==> src/rtl/bms_pkg.sv <==
// Purpose: shared constants for the bridge mode strap and pin config block
// Assumes: single 250 MHz clock, synchronous active-high reset
// Notes: tap state codes follow a gray order along the usual walk
package bms_pkg;
  localparam int BMS_GPIO_COUNT = 4;       // general-purpose pins
  localparam int BMS_IR_WIDTH = 4;         // instruction register width
  localparam int BMS_DR_WIDTH = 8;         // data scan register width
  localparam logic BMS_IFACE_EEPROM = 1'h0; // strap low: eeprom master over i2c
  localparam logic BMS_IFACE_SMBUS = 1'h1;  // strap high: smbus slave
  localparam logic BMS_DIR_FORWARD = 1'h0;  // strap low: forward bridge
  localparam logic BMS_DIR_REVERSE = 1'h1;  // strap high: reverse bridge
  localparam logic [3:0] BMS_IR_RESET = 4'h1; // instruction loaded on capture/reset
  localparam logic [3:0] BMS_IR_BYPASS = 4'hf; // bypass instruction code
  // tap controller states
  typedef enum logic [3:0] {
    BMS_TEST_RESET = 4'h0,
    BMS_RUN_IDLE = 4'h1,
    BMS_SEL_DR = 4'h3,
    BMS_CAP_DR = 4'h2,
    BMS_SHIFT_DR = 4'h6,
    BMS_EXIT1_DR = 4'h7,
    BMS_PAUSE_DR = 4'h5,
    BMS_EXIT2_DR = 4'h4,
    BMS_UPD_DR = 4'hc,
    BMS_SEL_IR = 4'hd,
    BMS_CAP_IR = 4'hf,
    BMS_SHIFT_IR = 4'he,
    BMS_EXIT1_IR = 4'ha,
    BMS_PAUSE_IR = 4'hb,
    BMS_EXIT2_IR = 4'h9,
    BMS_UPD_IR = 4'h8
  } bms_tap_t;
endpackage

==> src/rtl/bms_tap.sv <==
// Purpose: test access port controller with instruction and data scan chains
// Assumes: test clock arrives as an ordinary input sampled on the bridge clock
// Notes: acts on the rising edge of the sampled test clock
`timescale 1ns/1ps
module bms_tap
  import bms_pkg::*;
#(
  parameter int IR_WIDTH = BMS_IR_WIDTH,
  parameter int DR_WIDTH = BMS_DR_WIDTH
)
(
  input wire logic clock,
  input wire logic rst,
  input wire logic testClock,
  input wire logic testModeSelect,
  input wire logic testDataIn,
  input wire logic testReset_n,
  output logic testDataOut,
  output bms_tap_t tapState
);

  ////////////////////////////////////////////////////////////////////////
  logic prevTck; // last sampled test clock, for edge detection
  logic [IR_WIDTH-1:0] irShift; // instruction shift stage
  logic [IR_WIDTH-1:0] irHold; // active instruction
  logic [DR_WIDTH-1:0] drShift; // data scan chain
  logic next_prevTck;
  logic [IR_WIDTH-1:0] next_irShift;
  logic [IR_WIDTH-1:0] next_irHold;
  logic [DR_WIDTH-1:0] next_drShift;
  logic next_testDataOut;
  bms_tap_t next_tapState;
  logic tckRise; // one-cycle pulse on rising test clock

  assign tckRise = testClock && !prevTck;

  // standard tap transition function, steered by tms
  function automatic bms_tap_t tapNext(input bms_tap_t s, input logic m);
    unique case (s)
      BMS_TEST_RESET: tapNext = m ? BMS_TEST_RESET : BMS_RUN_IDLE;
      BMS_RUN_IDLE: tapNext = m ? BMS_SEL_DR : BMS_RUN_IDLE;
      BMS_SEL_DR: tapNext = m ? BMS_SEL_IR : BMS_CAP_DR;
      BMS_CAP_DR: tapNext = m ? BMS_EXIT1_DR : BMS_SHIFT_DR;
      BMS_SHIFT_DR: tapNext = m ? BMS_EXIT1_DR : BMS_SHIFT_DR;
      BMS_EXIT1_DR: tapNext = m ? BMS_UPD_DR : BMS_PAUSE_DR;
      BMS_PAUSE_DR: tapNext = m ? BMS_EXIT2_DR : BMS_PAUSE_DR;
      BMS_EXIT2_DR: tapNext = m ? BMS_UPD_DR : BMS_SHIFT_DR;
      BMS_UPD_DR: tapNext = m ? BMS_SEL_DR : BMS_RUN_IDLE;
      BMS_SEL_IR: tapNext = m ? BMS_TEST_RESET : BMS_CAP_IR;
      BMS_CAP_IR: tapNext = m ? BMS_EXIT1_IR : BMS_SHIFT_IR;
      BMS_SHIFT_IR: tapNext = m ? BMS_EXIT1_IR : BMS_SHIFT_IR;
      BMS_EXIT1_IR: tapNext = m ? BMS_UPD_IR : BMS_PAUSE_IR;
      BMS_PAUSE_IR: tapNext = m ? BMS_EXIT2_IR : BMS_PAUSE_IR;
      BMS_EXIT2_IR: tapNext = m ? BMS_UPD_IR : BMS_SHIFT_IR;
      BMS_UPD_IR: tapNext = m ? BMS_SEL_DR : BMS_RUN_IDLE;
    endcase
  endfunction

  ////////////////////////////////////////////////////////////////////////
  // next state of controller and chains
  always_comb
  begin
    next_prevTck = testClock;
    next_tapState = tapState;
    next_irShift = irShift;
    next_irHold = irHold;
    next_drShift = drShift;
    next_testDataOut = testDataOut;
    if (!testReset_n)
    begin
      // test reset forces the controller home at once
      next_tapState = BMS_TEST_RESET;
      next_irHold = BMS_IR_RESET;
    end
    else if (tckRise)
    begin
      next_tapState = tapNext(tapState, testModeSelect);
      unique case (tapState)
        BMS_CAP_IR: next_irShift = BMS_IR_RESET;
        BMS_SHIFT_IR:
        begin
          next_irShift = {testDataIn, irShift[IR_WIDTH-1:1]};
          next_testDataOut = irShift[0];
        end
        BMS_UPD_IR: next_irHold = irShift;
        BMS_SHIFT_DR:
        begin
          // bypass keeps a one-bit path, others use the full chain
          if (irHold == BMS_IR_BYPASS)
          begin
            next_drShift[0] = testDataIn;
            next_testDataOut = drShift[0];
          end
          else
          begin
            next_drShift = {testDataIn, drShift[DR_WIDTH-1:1]};
            next_testDataOut = drShift[0];
          end
        end
        BMS_TEST_RESET: next_irHold = BMS_IR_RESET;
        default:
        begin
          next_irShift = irShift;
        end
      endcase
    end
  end

  // registers of the controller
  always_ff @(posedge clock)
  begin
    if (rst)
    begin
      // a floating test clock idles high, so a low reset value would fake an edge
      prevTck <= 1'h1;
      tapState <= BMS_TEST_RESET;
      irShift <= BMS_IR_RESET;
      irHold <= BMS_IR_RESET;
      drShift <= '0;
      testDataOut <= 1'h0;
    end
    else
    begin
      prevTck <= next_prevTck;
      tapState <= next_tapState;
      irShift <= next_irShift;
      irHold <= next_irHold;
      drShift <= next_drShift;
      testDataOut <= next_testDataOut;
    end
  end
endmodule

==> src/rtl/bms_strap_pin_config.sv <==
// Purpose: strap capture and pin function decode for the bridge mode block
// Assumes: all inputs synchronous to clock; board keeps straps stable
// Notes: straps latch on link reset release (forward) or bus reset release
`timescale 1ns/1ps
module bms_strap_pin_config
  import bms_pkg::*;
#(
  parameter int GPIO_COUNT = BMS_GPIO_COUNT
)
(
  input wire logic clock,
  input wire logic rst,
  input wire logic linkReset_n,
  input wire logic busReset_n,
  input wire logic serial_iface_select,
  input wire logic normal_op_select,
  input wire logic bridge_direction,
  input wire logic hot_plug_enable_in,
  input wire logic [GPIO_COUNT-1:0] gpioOutEnable,
  input wire logic [GPIO_COUNT-1:0] gpioOutValue,
  input wire logic [GPIO_COUNT-1:0] gpioPinIn,
  output logic [GPIO_COUNT-1:0] gpioPinOut,
  output logic [GPIO_COUNT-1:0] gpioPinOe,
  output logic [GPIO_COUNT-1:0] gpioReadValue,
  input wire logic serialClockOut,
  input wire logic serialDataOut,
  input wire logic serialDataDrive,
  input wire logic serial_clock_pin_in,
  output logic serial_clock_pin_out,
  output logic serial_clock_pin_oe,
  input wire logic serial_data_pin_in,
  output logic serial_data_pin_out,
  output logic serial_data_pin_oe,
  output logic serialClockIn,
  output logic serialDataIn,
  input wire logic powerEventRequest,
  input wire logic power_event_request_n_in,
  output logic power_event_request_n,
  output logic power_event_request_n_oe,
  output logic smbusMode,
  output logic reverseMode,
  output logic normalOpStrap,
  output logic hotPlugEnable,
  input wire logic testClock,
  input wire logic testModeSelect,
  input wire logic testDataIn,
  input wire logic testReset_n,
  output logic testDataOut,
  output bms_tap_t tapState
);

  ////////////////////////////////////////////////////////////////////////
  logic prevLinkReset_n; // previous link reset level, for release edge
  logic prevBusReset_n; // previous bus reset level, for release edge
  logic next_prevLinkReset_n;
  logic next_prevBusReset_n;
  logic next_smbusMode;
  logic next_reverseMode;
  logic next_normalOpStrap;
  logic linkRelease; // one-cycle pulse on link reset release
  logic busRelease; // one-cycle pulse on bus reset release
  logic strapTake; // release edge of the reset that governs the mode

  assign linkRelease = linkReset_n && !prevLinkReset_n;
  assign busRelease = busReset_n && !prevBusReset_n;
  // the present mode decides which reset is watched; forward after reset
  assign strapTake = reverseMode ? busRelease : linkRelease;

  ////////////////////////////////////////////////////////////////////////
  // strap capture: values change only at a release edge
  always_comb
  begin
    next_prevLinkReset_n = linkReset_n;
    next_prevBusReset_n = busReset_n;
    next_smbusMode = smbusMode;
    next_reverseMode = reverseMode;
    next_normalOpStrap = normalOpStrap;
    if (strapTake)
    begin
      next_smbusMode = (serial_iface_select == BMS_IFACE_SMBUS);
      next_reverseMode = (bridge_direction == BMS_DIR_REVERSE);
      // the reserved high level is only reported, never acted on
      next_normalOpStrap = normal_op_select;
    end
  end

  // strap registers; reset comes up as eeprom, forward bridge
  always_ff @(posedge clock)
  begin
    if (rst)
    begin
      prevLinkReset_n <= 1'h0;
      prevBusReset_n <= 1'h0;
      smbusMode <= BMS_IFACE_EEPROM;
      reverseMode <= BMS_DIR_FORWARD;
      normalOpStrap <= 1'h0;
    end
    else
    begin
      prevLinkReset_n <= next_prevLinkReset_n;
      prevBusReset_n <= next_prevBusReset_n;
      smbusMode <= next_smbusMode;
      reverseMode <= next_reverseMode;
      normalOpStrap <= next_normalOpStrap;
    end
  end

  ////////////////////////////////////////////////////////////////////////
  // pin registers: data outputs come from flip-flops
  logic [GPIO_COUNT-1:0] next_gpioPinOut;
  logic [GPIO_COUNT-1:0] next_gpioPinOe;
  logic [GPIO_COUNT-1:0] next_gpioReadValue;
  logic next_sclOut, next_sclOe, next_sdaOut, next_sdaOe;
  logic next_sclIn, next_sdaIn, next_pmeOut, next_pmeOe, next_hotPlug;

  // decode serial pin directions from the latched mode
  always_comb
  begin
    next_gpioPinOe = gpioOutEnable;
    next_gpioPinOut = gpioOutValue;
    // input-only pins read the pad, driven pins read back their own value
    next_gpioReadValue = (gpioPinIn & ~gpioOutEnable) | (gpioOutValue & gpioOutEnable);
    next_hotPlug = hot_plug_enable_in;
    if (smbusMode)
    begin
      // smbus slave: clock is input only, data pulls low only
      next_sclOut = 1'h0;
      next_sclOe = 1'h0;
      next_sdaOut = 1'h0;
      next_sdaOe = serialDataDrive && !serialDataOut;
    end
    else
    begin
      // eeprom master: drive clock, data driven both ways when owned
      next_sclOut = serialClockOut;
      next_sclOe = 1'h1;
      next_sdaOut = serialDataOut;
      next_sdaOe = serialDataDrive;
    end
    next_sclIn = smbusMode ? serial_clock_pin_in : serialClockOut;
    next_sdaIn = serial_data_pin_in;
    // power event pin is open drain, pulled low on request
    next_pmeOut = 1'h0;
    next_pmeOe = powerEventRequest;
  end

  // pin flip-flops; reset leaves every pin undriven, the eeprom clock included
  always_ff @(posedge clock)
  begin
    if (rst)
    begin
      gpioPinOut <= '0;
      gpioPinOe <= '0;
      gpioReadValue <= '0;
      serial_clock_pin_out <= 1'h0;
      serial_clock_pin_oe <= 1'h0;
      serial_data_pin_out <= 1'h0;
      serial_data_pin_oe <= 1'h0;
      serialClockIn <= 1'h0;
      serialDataIn <= 1'h0;
      power_event_request_n <= 1'h0;
      power_event_request_n_oe <= 1'h0;
      hotPlugEnable <= 1'h0;
    end
    else
    begin
      gpioPinOut <= next_gpioPinOut;
      gpioPinOe <= next_gpioPinOe;
      gpioReadValue <= next_gpioReadValue;
      serial_clock_pin_out <= next_sclOut;
      serial_clock_pin_oe <= next_sclOe;
      serial_data_pin_out <= next_sdaOut;
      serial_data_pin_oe <= next_sdaOe;
      serialClockIn <= next_sclIn;
      serialDataIn <= next_sdaIn;
      power_event_request_n <= next_pmeOut;
      power_event_request_n_oe <= next_pmeOe;
      hotPlugEnable <= next_hotPlug;
    end
  end

  ////////////////////////////////////////////////////////////////////////
  // boundary scan controller
  bms_tap #(
    .IR_WIDTH(BMS_IR_WIDTH),
    .DR_WIDTH(BMS_DR_WIDTH)
  ) u_tap (
    .clock(clock),
    .rst(rst),
    .testClock(testClock),
    .testModeSelect(testModeSelect),
    .testDataIn(testDataIn),
    .testReset_n(testReset_n),
    .testDataOut(testDataOut),
    .tapState(tapState)
  );
endmodule

==> config.mk <==
export PLATFORM = sky130hd
export DESIGN_NAME = bms_strap_pin_config
export DESIGN_NICKNAME = d
export VERILOG_FILES = /design/src/rtl/bms_pkg.sv /design/src/rtl/bms_tap.sv /design/src/rtl/bms_strap_pin_config.sv
export SDC_FILE = /design/constraint.sdc
export NUM_CORES = 1
export LEC_CHECK = 0
export BUFFER_PORTS_ARGS = -buffer_cell sky130_fd_sc_hd__buf_4
export CAP_MARGIN = 20
export CORE_UTILIZATION = 40
export DETAILED_ROUTE_END_ITERATION = 8
export PLACE_DENSITY = 0.69
export SETUP_SLACK_MARGIN = 0.1
export SLEW_MARGIN = 20
export SYNTH_ARGS = -nofsm -noshare
export SYNTH_HDL_FRONTEND = slang
export SYNTH_SLANG_ARGS = --single-unit
==> constraint.sdc <==
create_clock -name clock -period 3.4 [get_ports clock]
set_input_delay 0.51 -clock clock [delete_from_list [all_inputs] [get_ports clock]]
set_output_delay 0.51 -clock clock [all_outputs]
set_load 0.005 [all_outputs]
Word level (Yosys, flattened, before mapping)
Cells that the tools add are included.

cells by class
  eq/ne operators = 16
  muxes and demuxes = 21
  bitwise operators = 6
  reductions and logical operators = 22

operator list
  operator                                       number
  case mux 4 bit (12 select lines)               1
  == test 4 bit, second input constant           9
  == test 4 x 3 -> 1 bit, second input constant  4
  two-way mux 4 bit                              4
  case mux 4 bit (2 select lines)                2
  AND reduction 3 bit                            3
  bitwise AND 4 bit                              2
  == test 4 x 2 -> 1 bit, second input constant  2
  two-way mux 1 bit                              8
  OR reduction 2 bit                             4
  two-way mux 2 bit                              3
  two-way mux 3 bit                              2
  nonzero test 2 bit                             3
  == test 4 x 1 -> 1 bit, second input constant  1
  logical AND 1 bit                              4
  logical NOT 1 bit                              4
  logical NOT 4 bit                              1
  NOT 4 bit                                      1
  bitwise OR 4 bit                               1
  AND reduction 4 bit                            1
  OR reduction 3 bit                             1
  NOT 1 bit                                      2
  case mux 1 bit (2 select lines)                1
  AND reduction 2 bit                            1

word-level totals
  bits in registers = 47
  logic and storage cells = 88

Logic depth before layout (Yosys ltp)
Gate-level depths: netlist of the first run.

  depth in word-level cells = 3
  depth in mapped cells = 5
  depth with buffers taken out = 4

By module
A second synthesis of the first run with hierarchy kept.

second synthesis, totals
  cell total of the unflattened synthesis = 203
  area, all modules = 2009.4 µm²

modules (own cells, without submodules)
  module                times used  cells each  area each (µm²)
  bms_tap               1           134         1201.2
  bms_strap_pin_config  1           69          808.3

Least setup slack after synthesis of the first run
OpenSTA, ideal clock, no wires.

  path type = input port to flip-flop
  from = input port testClock
  to = register u_tap.irShift[0]
  library setup time = 114 ps
  data arrival time = 1407 ps
  data required time = 3286 ps
  slack = 1879 ps
  stages on the path = 5
  buffers on the path = 1
  path through = nor2b_1 > buf_2 > nand4_4 > or3_1 > a21o_1

between the ends
  longest elaborated chain between the ends = 2

RTL lines
  item                                  RTL line                    source
  start, declared                       bms_strap_pin_config.sv:44  input wire logic testClock,
  logical AND 1 bit                     bms_tap.sv:35               assign tckRise = testClock && !prevTck;
  AND reduction 3 bit (no source line)  --
  end signal, assigned                  bms_tap.sv:126              irShift <= next_irShift;
  end, declared                         bms_tap.sv:24               logic [IR_WIDTH-1:0] irShift;

Every way passes these cells.
A chain may end at the register's enable or synchronous reset.

Final worst setup path of the first run
  from = register u_tap.tapState[1]
  to = register u_tap.irShift[0]

between the ends
  longest elaborated chain between the ends = 3
  elaborated cells between the ends (all ways) = 5

RTL lines
  item                                  RTL line        source
  start, declared                       bms_tap.sv:19   output bms_tap_t tapState
  start signal, assigned                bms_tap.sv:125  tapState <= next_tapState;
  == test 4 bit                         bms_tap.sv:78   unique case (tapState)
  nonzero test 2 bit (no source line)   --
  AND reduction 3 bit (no source line)  --

Parallel ways exist; a longest one is shown, timed or not.

==> impl_metrics.py, run 1 <==
metrics = {
    "logic_synthesis": {
        "seq_area_frac_synth_pct": 50.4,
        "synth_area_leaders": "dfxtp_1, mux2i_1, nor2b_1",
        "ys.flop_type": "dfxtp_1",
        "synth_top_area_share_pct": 50.4,
        "ys_ff_latch": 47,
        "syn_area_um2": 1870,
        "synth_top_area_cell": "dfxtp_1",
        "syn_nets": 228,
        "async_reset_ff_share_pct": 0,
        "synth_cells": 197,
        "yosys-top-cells-count": "dfxtp_1, nor2_1, mux2i_1, nor2b_1, a21oi_1",
        "synth.distinct_cells": 39,
        "syn_area_per_cell_um2": 9.48,
        "synth_edf_count": 0,
        "yosysMostFrequentCell": "dfxtp_1",
        "yosysWarnings": 0,
    },
    "worst_setup_path": {
        "slowest_stage": "dfxtp_1",
        "worstPathRequired_ps": 3600,
        "cp_cell_sequence": "and2_1 -> nand4_4 -> or3_1 -> a21o_1",
        "max_stage_delay_ps": 630,
        "worstPathArrival_ps": 2000,
        "cp_max_fo": 17,
        "path_class": "reg2reg",
        "end_kind": "flip-flop",
        "startpoint_type": "flip-flop",
    },
    "global_route": {
        "grt_usage_pct": 13.8,
        "grt_pass1_vias": 1327,
        "grt_pass1_wl_um": 5580,
        "grt_max_degree": 39,
        "antenna_found_initial": 0,
        "grt-ovfl-total": 0,
    },
    "place": {
        "port_buffers": 57,
        "gp_congestion": 0.760,
        "dp_hpwl_um": 2340,
        "dpl_cell_area_um2": 2290,
        "pre_cts_slack_ps": 1350,
    },
    "drt": {
        "ant_nets": 0,
        "drc_errors": 0,
        "num_vias": 1466,
        "viasPerCell": 4.90,
        "wire_per_inst_um": 11.4,
        "first_iter_violations": 84,
        "drt_wl_total_um": 3390,
        "drtPass1Iterations": 4,
    },
    "power_and_ir_drop": {
        "leakage_uw": 0.00107,
        "p_seq_share_pct": 57.5,
        "power_uw": 1000,
        "pwr-share-comb_pct": 9.4,
        "switchingPower_uw": 229,
        "ir_drop_uv": 292,
        "swShare_pct": 22.9,
        "p_per_area_nw_per_um2": 421,
        "p_int_uw": 773,
        "pwr-share-clk_pct": 33.1,
    },
    "sta": {
        "fin_ws_ps": 1600,
        "layout_min_cycle_time_ps": 1800,
        "fin_setup_tns_ps": 0,
        "fmax_mhz": 555,
        "fin_skew_ps": 7.77,
        "final_max_slew_viol_count": 0,
        "hold_viol_final": 0,
        "max_slew_margin_pct": 51.4,
        "period_share_pct": 53.0,
        "worst_slew_pin_slew_ps": 728,
        "setup_viol": 0,
        "rsz0062_at_grt": "no",
    },
    "clock_tree": {
        "clk_latency_ps": 290,
        "clkSlewWorstSetupHoldPaths_ps": 90,
        "cts_tree": "yes",
        "postCtsHoldBufs": 0,
        "clock_sinks": 47,
        "cts_setup_buffers": 0,
        "cts_resized": 0,
        "clockRootBuffer": "clkbuf_8",
        "clockBufferDepth": 2,
        "htreeDepth": 2,
        "cts_inserted_buffers": 5,
    },
    "cells_and_area": {
        "syn_to_final_growth_pct": 27.4,
        "fin_nets": 277,
        "design_area_um2": 2380,
        "antenna_cells": 0,
        "post-route-util_pct": 53.9,
        "drive_above_1_share_pct": 27.5,
    },
    "floorplanning": {
        "core_um2": 4410,
        "die_h_um": 70.3,
        "rows": 24,
        "die_x_um": 70.3,
        "start_util_pct": 42.3,
        "dieArea_um2": 4940,
        "io_pins": 60,
    },
    "status": {
        "outcome": "finished, final reports clean",
    },
    "worst_hold_path": {
        "hold_class": "in2reg",
    },
    "flow_run": {
        "drv_cap": 0,
    },
}
==> sequential cells by signal (all words and copies together) (netlist names) <==
register / flops
u_tap.irShift: 4
u_tap.drShift: 8
serial_clock_pin_oe: 1
gpioReadValue: 4
serial_clock_pin_out: 1
smbusMode: 1
hotPlugEnable: 1
prevBusReset_n: 1
power_event_request_n_oe: 1
serialClockIn: 1
serial_data_pin_oe: 1
u_tap.testDataOut: 1
reverseMode: 1
serialDataIn: 1
gpioPinOut: 4
prevLinkReset_n: 1
serial_data_pin_out: 1
u_tap.irHold: 4
normalOpStrap: 1
gpioPinOe: 4
u_tap.tapState: 4
u_tap.prevTck: 1
==> stage by stage <==
stage	std cells	hold slack, ps
6_report	299	395
5_1_grt	299	379
4_1_cts	299	389
3_5_place_dp	291	467
3_3_place_gp	291	460
2_1_floorplan	197	440
==> critical path: cells and delay by family, from the launching register on <==
family / cells / cell delay [ps]
AND/OR/NAND/NOR: 3 / 900
flip-flops: 1 / 630
AO/OA/AOI/OAI: 1 / 180
==> cell type report <==
| type | instances | area, µm² |
|---|---|---|
| clock buffers | 6 | 72.6 |
| clock inverters | 2 | 16.3 |
| fillers | 426 | 2040 |
| inverters | 5 | 18.8 |
| multi-input cells | 130 | 837 |
| flip-flops and latches | 47 | 941 |
| well taps | 52 | 65.1 |
| repair buffers | 57 | 428 |
==> layout by cell type, fill, tap and decap left out, drive strengths merged, types with 2 or more instances in the layout <==
cell | synthesis | routed
nor2 | 23 | 23
nor3 | 2 | 2
clkbuf | 5 | 6
mux2i | 16 | 16
nor3b | 2 | 2
nand2 | 6 | 6
nand2b | 5 | 5
a31oi | 3 | 3
or2 | 3 | 3
buf | 10 | 57
nor4 | 2 | 2
nand4 | 3 | 3
dfxtp | 47 | 47
or3 | 3 | 3
nand3 | 3 | 3
o21ai | 7 | 7
inv | 5 | 6
a22oi | 5 | 5
or3b | 2 | 2
a21oi | 12 | 12
a211oi | 3 | 3
nor2b | 16 | 16
and2 | 3 | 3
a21o | 2 | 2
==> kinds of logic after synthesis <==
| kind of cell | count (synthesis) | share of synthesized area [%] |
|---|---|---|
| simple gates | 75 | 22.9 |
| flops | 47 | 50.4 |
| compound gates | 37 | 12.5 |
| buf+inv | 20 | 4.76 |
| mux | 17 | 9.18 |
| other cells | 1 | 0.201 |
==> power by group through the flow <==
stage               logic (µW)  registers (µW)  clock network (µW)
floorplan                 37.2             590                   0
global placement          94.9             588                   0
detailed placement        95.6             589                   0
CTS                       95.7             576                 343
global route               104             578                 368
finish                    94.6             576                 332
==> worst paths after layout <==
path | from | to | slack, ps | cells past startpoint
worst min-delay path | serialDataOut | serial_data_pin_oe | 390 | 2
worst max-delay path | u_tap.tapState[1] | u_tap.irShift[0] | 1600 | 4
worst min register to register | u_tap.irShift[2] | u_tap.irShift[2] | 480 | 2
worst max register to register | u_tap.tapState[1] | u_tap.irShift[0] | 1600 | 4
==> per-layer routing <==
metal  vias up  part of all wire, %  wire length (µm)  global-route usage, %
li1        769                    -                 -                      -
met1       650                   49              1660                   17.8
met2        43                   43              1460                   21.8
met3         4                  7.2               246                   4.91
met4         0                 0.65                22                   4.00
met5         -                    0                 0                      0
No activity file was read; power rests on OpenSTA's default activity.
==> inputs of run 2 (changes only) <==
==> constraint.sdc (replaced) <==
create_clock -name clock -period 1.75 [get_ports clock]
set_input_delay 0.2625 -clock clock [delete_from_list [all_inputs] [get_ports clock]]
set_output_delay 0.2625 -clock clock [all_outputs]
set_load 0.005 [all_outputs]
==> run 2 against run 1 <==
Against the previous run:
- critical path depth stayed put
- die area stayed put
- first-iteration DRC count is 44% lower
- largest power group unchanged
- highest routed layer unchanged
==> impl_metrics.py, run 2 (synthesized netlist as in run 1, its figures left out) <==
metrics = {
    "clock_tree": {
        "clock_sinks": 47,
        "cts_tree": "yes",
        "clockRootBuffer": "clkbuf_8",
        "cts_inserted_buffers": 5,
        "clk_latency_ps": 300,
        "clkSlewWorstSetupHoldPaths_ps": 80,
        "postCtsHoldBufs": 0,
        "cts_resized": 0,
        "clockBufferDepth": 2,
        "htreeDepth": 2,
        "cts_setup_buffers": 0,
    },
    "drt": {
        "drtPass1Iterations": 4,
        "num_vias": 1517,
        "viasPerCell": 4.97,
        "wire_per_inst_um": 11.6,
        "drt_wl_total_um": 3540,
        "drc_errors": 0,
        "first_iter_violations": 47,
        "ant_nets": 0,
    },
    "cells_and_area": {
        "largest_reg_flops": 8,
        "regMostFlops": "u_tap.drShift",
        "layout_commonest_cell": "buf_4",
        "fin_nets": 283,
        "drive_above_1_share_pct": 29.6,
        "post-route-util_pct": 55.6,
        "syn_to_final_growth_pct": 31.4,
        "antenna_cells": 0,
        "final_cell_mix": "buf_4, dfxtp_1, nor2_1",
    },
    "sta": {
        "fin_setup_tns_ps": 0,
        "layout_min_cycle_time_ps": 1520,
        "fin_ws_ps": 231,
        "period_share_pct": 86.8,
        "hold_slack_ps": 143,
        "rsz0062_at_grt": "no",
        "setup_viol": 0,
        "final_max_slew_viol_count": 0,
        "hold_viol_final": 0,
        "fin_skew_ps": 4.31,
        "fmax_mhz": 658,
    },
    "worst_setup_path": {
        "worstPathRequired_ps": 1930,
        "end_kind": "flip-flop",
        "path_class": "reg2reg",
        "startpoint_type": "flip-flop",
        "worstPathArrival_ps": 1700,
        "cp_max_fo": 15,
    },
    "power_and_ir_drop": {
        "power_uw": 2120,
        "p_per_area_nw_per_um2": 864,
        "ir_drop_uv": 529,
        "leakage_uw": 0.00112,
    },
    "floorplanning": {
        "die_x_um": 70.3,
        "die_h_um": 70.3,
        "io_pins": 60,
        "core_um2": 4410,
        "start_util_pct": 42.3,
        "rows": 24,
        "dieArea_um2": 4940,
    },
    "global_route": {
        "grt_max_degree": 23,
        "antenna_found_initial": 0,
        "grt_pass1_wl_um": 5920,
        "grt_usage_pct": 15.1,
        "grt-ovfl-total": 0,
        "grt_pass1_vias": 1383,
    },
    "place": {
        "pre_cts_slack_ps": 240,
        "gp_congestion": 0.771,
        "port_buffers": 57,
        "dp_hpwl_um": 2440,
    },
    "flow_run": {
        "drv_cap": 0,
    },
    "worst_hold_path": {
        "hold_class": "in2reg",
    },
    "status": {
        "outcome": "finished, final reports clean",
    },
}
run 2: critical path, stage by stage (launching register included):
cell and delay [ps]:
dfxtp_1 460, or3_1 440, or2_1 270, a22oi_1 170
nor2_1 60
run 2: area by class of cell:
cell class / count / area (µm²)
Multi-Input combinational cell: 130 / 837
Inverter: 5 / 18.8
Sequential cell: 47 / 941
Clock inverter: 2 / 35.0
Tap cell: 52 / 65.1
Clock buffer: 6 / 82.6
Timing Repair Buffer: 63 / 473
Fill cell: 415 / 1960
run 2: where the power goes:
part | internal [µW] | leakage [µW] | switching [µW]
registers | 1100 | 0.000386 | 13.4
logic | 113 | 0.000677 | 74.7
clock network | 462 | 0.0000612 | 351
total | 1680 | 0.00112 | 439
run 2: metal layers:
metal | routed length [µm] | up-vias | part of all wire (%) | track usage (%)
met1 | 1620 | 682 | 46 | 19.4
met4 | 74 | 0 | 2.1 | 8.00
met5 | 0 | - | 0 | 0
li1 | - | 781 | - | -
met3 | 223 | 8 | 6.3 | 4.76
met2 | 1610 | 46 | 46 | 22.3
run 2: worst paths after layout:
check / slack [ps] / depth (start not counted) / to / startpoint
min: 140 / 2 / serial_data_pin_oe / serialDataOut
min reg2reg: 480 / 2 / u_tap.irShift[3] / u_tap.irShift[3]
max: 230 / 4 / u_tap.irHold[2] / u_tap.tapState[0]
max reg2reg: 230 / 4 / u_tap.irHold[2] / u_tap.tapState[0]
run 2: through the flow:
stage          cell area (µm²)  std cells
2_1_floorplan             1870        197
3_3_place_gp              2330        297
3_5_place_dp              2330        297
4_1_cts                   2450        305
5_1_grt                   2450        305
6_report                  2450        305
==> inputs of run 3 (changes only) <==
--- a/config.mk
+++ b/config.mk
@@ -5,7 +5,7 @@
 export SDC_FILE = /design/constraint.sdc
 export NUM_CORES = 1
 export LEC_CHECK = 0
-export BUFFER_PORTS_ARGS = -buffer_cell sky130_fd_sc_hd__buf_4
+export BUFFER_PORTS_ARGS = -buffer_cell sky130_fd_sc_hd__buf_2
 export CAP_MARGIN = 20
 export CORE_UTILIZATION = 40
 export DETAILED_ROUTE_END_ITERATION = 8
==> run 3 against run 2 <==
Against the previous run:
- global-route usage down 0.40 points
- worst hold slack improved by 6.9 ps
- critical endpoint is now u_tap.drShift[6]
- non-clock buffer count is 2 higher
- final area shrank 6.0%
- core utilization shrank 3.3 points
==> impl_metrics.py, run 3 (synthesized netlist as in run 1, its figures left out) <==
metrics = {
    "status": {
        "outcome": "finished, final reports clean",
    },
    "place": {
        "placed_cells": 299,
        "port_buffers": 57,
        "dp_hpwl_um": 2430,
        "gp_congestion": 0.772,
    },
    "flow_run": {
        "drv_cap": 0,
    },
    "floorplanning": {
        "rows": 24,
        "core_um2": 4410,
        "dieArea_um2": 4940,
        "io_pins": 60,
        "start_util_pct": 42.3,
        "die_h_um": 70.3,
        "die_x_um": 70.3,
    },
    "clock_tree": {
        "cts_resized": 0,
        "clkSlewWorstSetupHoldPaths_ps": 90,
        "cts_tree": "yes",
        "htreeDepth": 2,
        "clockBufferDepth": 2,
        "clock_sinks": 47,
        "clk_latency_ps": 300,
        "cts_inserted_buffers": 5,
        "postCtsHoldBufs": 0,
        "clockRootBuffer": "clkbuf_8",
        "cts_setup_buffers": 0,
    },
    "global_route": {
        "antenna_found_initial": 0,
        "grt_pass1_wl_um": 5830,
        "grt_max_degree": 38,
        "grt_usage_pct": 14.7,
        "grt-ovfl-total": 0,
        "grt_pass1_vias": 1361,
    },
    "sta": {
        "fin_skew_ps": 9.58,
        "layout_min_cycle_time_ps": 1570,
        "rsz0062_at_grt": "yes",
        "fmax_mhz": 637,
        "hold_viol_final": 0,
        "fin_setup_tns_ps": 0,
        "period_share_pct": 89.6,
        "setup_viol": 0,
        "final_max_slew_viol_count": 0,
    },
    "drt": {
        "drtPass1Iterations": 6,
        "ant_nets": 0,
        "first_iter_violations": 93,
        "wire_per_inst_um": 11.5,
        "drt_wl_total_um": 3530,
        "viasPerCell": 4.92,
        "drc_errors": 0,
        "num_vias": 1510,
    },
    "worst_setup_path": {
        "cp_max_fo": 14,
        "reg2reg_depth": 5,
        "end_kind": "flip-flop",
        "path_class": "reg2reg",
        "worstPathRequired_ps": 1930,
        "worstPathArrival_ps": 1750,
        "startpoint_type": "flip-flop",
    },
    "cells_and_area": {
        "layout_commonest_cell": "buf_2",
        "final_cell_mix": "buf_2, dfxtp_1, nor2_1",
        "largest_reg_flops": 8,
        "regMostFlops": "u_tap.drShift",
        "antenna_cells": 0,
        "final_cells": 307,
        "fin_nets": 285,
        "drive_above_1_share_pct": 30.2,
        "syn_to_final_growth_pct": 23.5,
    },
    "power_and_ir_drop": {
        "leakage_uw": 0.00107,
        "ir_drop_uv": 544,
        "p_per_area_nw_per_um2": 835,
    },
    "worst_hold_path": {
        "holdPathStages": 2,
        "hold_class": "in2reg",
    },
}
==> run 3: where the power goes <==
group | total [µW] | switching (µW) | internal [µW]
combinational | 155 | 76.4 | 78.9
clock | 654 | 367 | 287
sequential | 1120 | 11.5 | 1100
==> run 3: final timing paths <==
path                startpoint  slack [ps]            endpoint
max          u_tap.tapState[0]         180    u_tap.drShift[6]
min              serialDataOut         150  serial_data_pin_oe
max reg2reg  u_tap.tapState[0]         180    u_tap.drShift[6]
min reg2reg   u_tap.irShift[2]         480    u_tap.irShift[2]
==> run 3: layout make-up <==
class,instances,area [µm²]
clock buffers,6,72.6
clock inverters,2,16.3
fillers,403,2110
inverters,5,18.8
multi-input cells,130,847
flip-flops and latches,47,941
well taps,52,65.1
repair buffers,65,345
==> run 3: metrics by stage <==
| step | hold slack [ps] | worst slack, ps | instance area (µm²) | power, µW | util, % |
|---|---|---|---|---|---|
| finish | 150 | 181 | 2310 | 1930 | 52.2 |
| global route | 137 | 29.1 | 2310 | 2010 | 52.2 |
| CTS | 143 | 136 | 2300 | 1950 | 52.0 |
| detailed placement | 464 | 158 | 2210 | 1300 | 50.0 |
| global placement | 460 | 197 | 2210 | 1290 | 50.0 |
| floorplan | 360 | 352 | 1870 | 1220 | - |
==> run 3: metal layers <==
layer	track usage (%)	share of wire (%)	up-vias	routed length, µm
li1	-	-	792	-
met1	19.5	49	670	1720
met2	21.5	44	46	1540
met3	6.35	7.1	2	252
met4	4.00	0.48	0	17
met5	0	0	-	0
==> run 3: critical path: stages, from the launching register on <==
cell and delay, ps:
dfxtp_1 450, buf_4 220, nor3b_2 280, nand4_4 230, mux2i_1 210, nor2_1 50
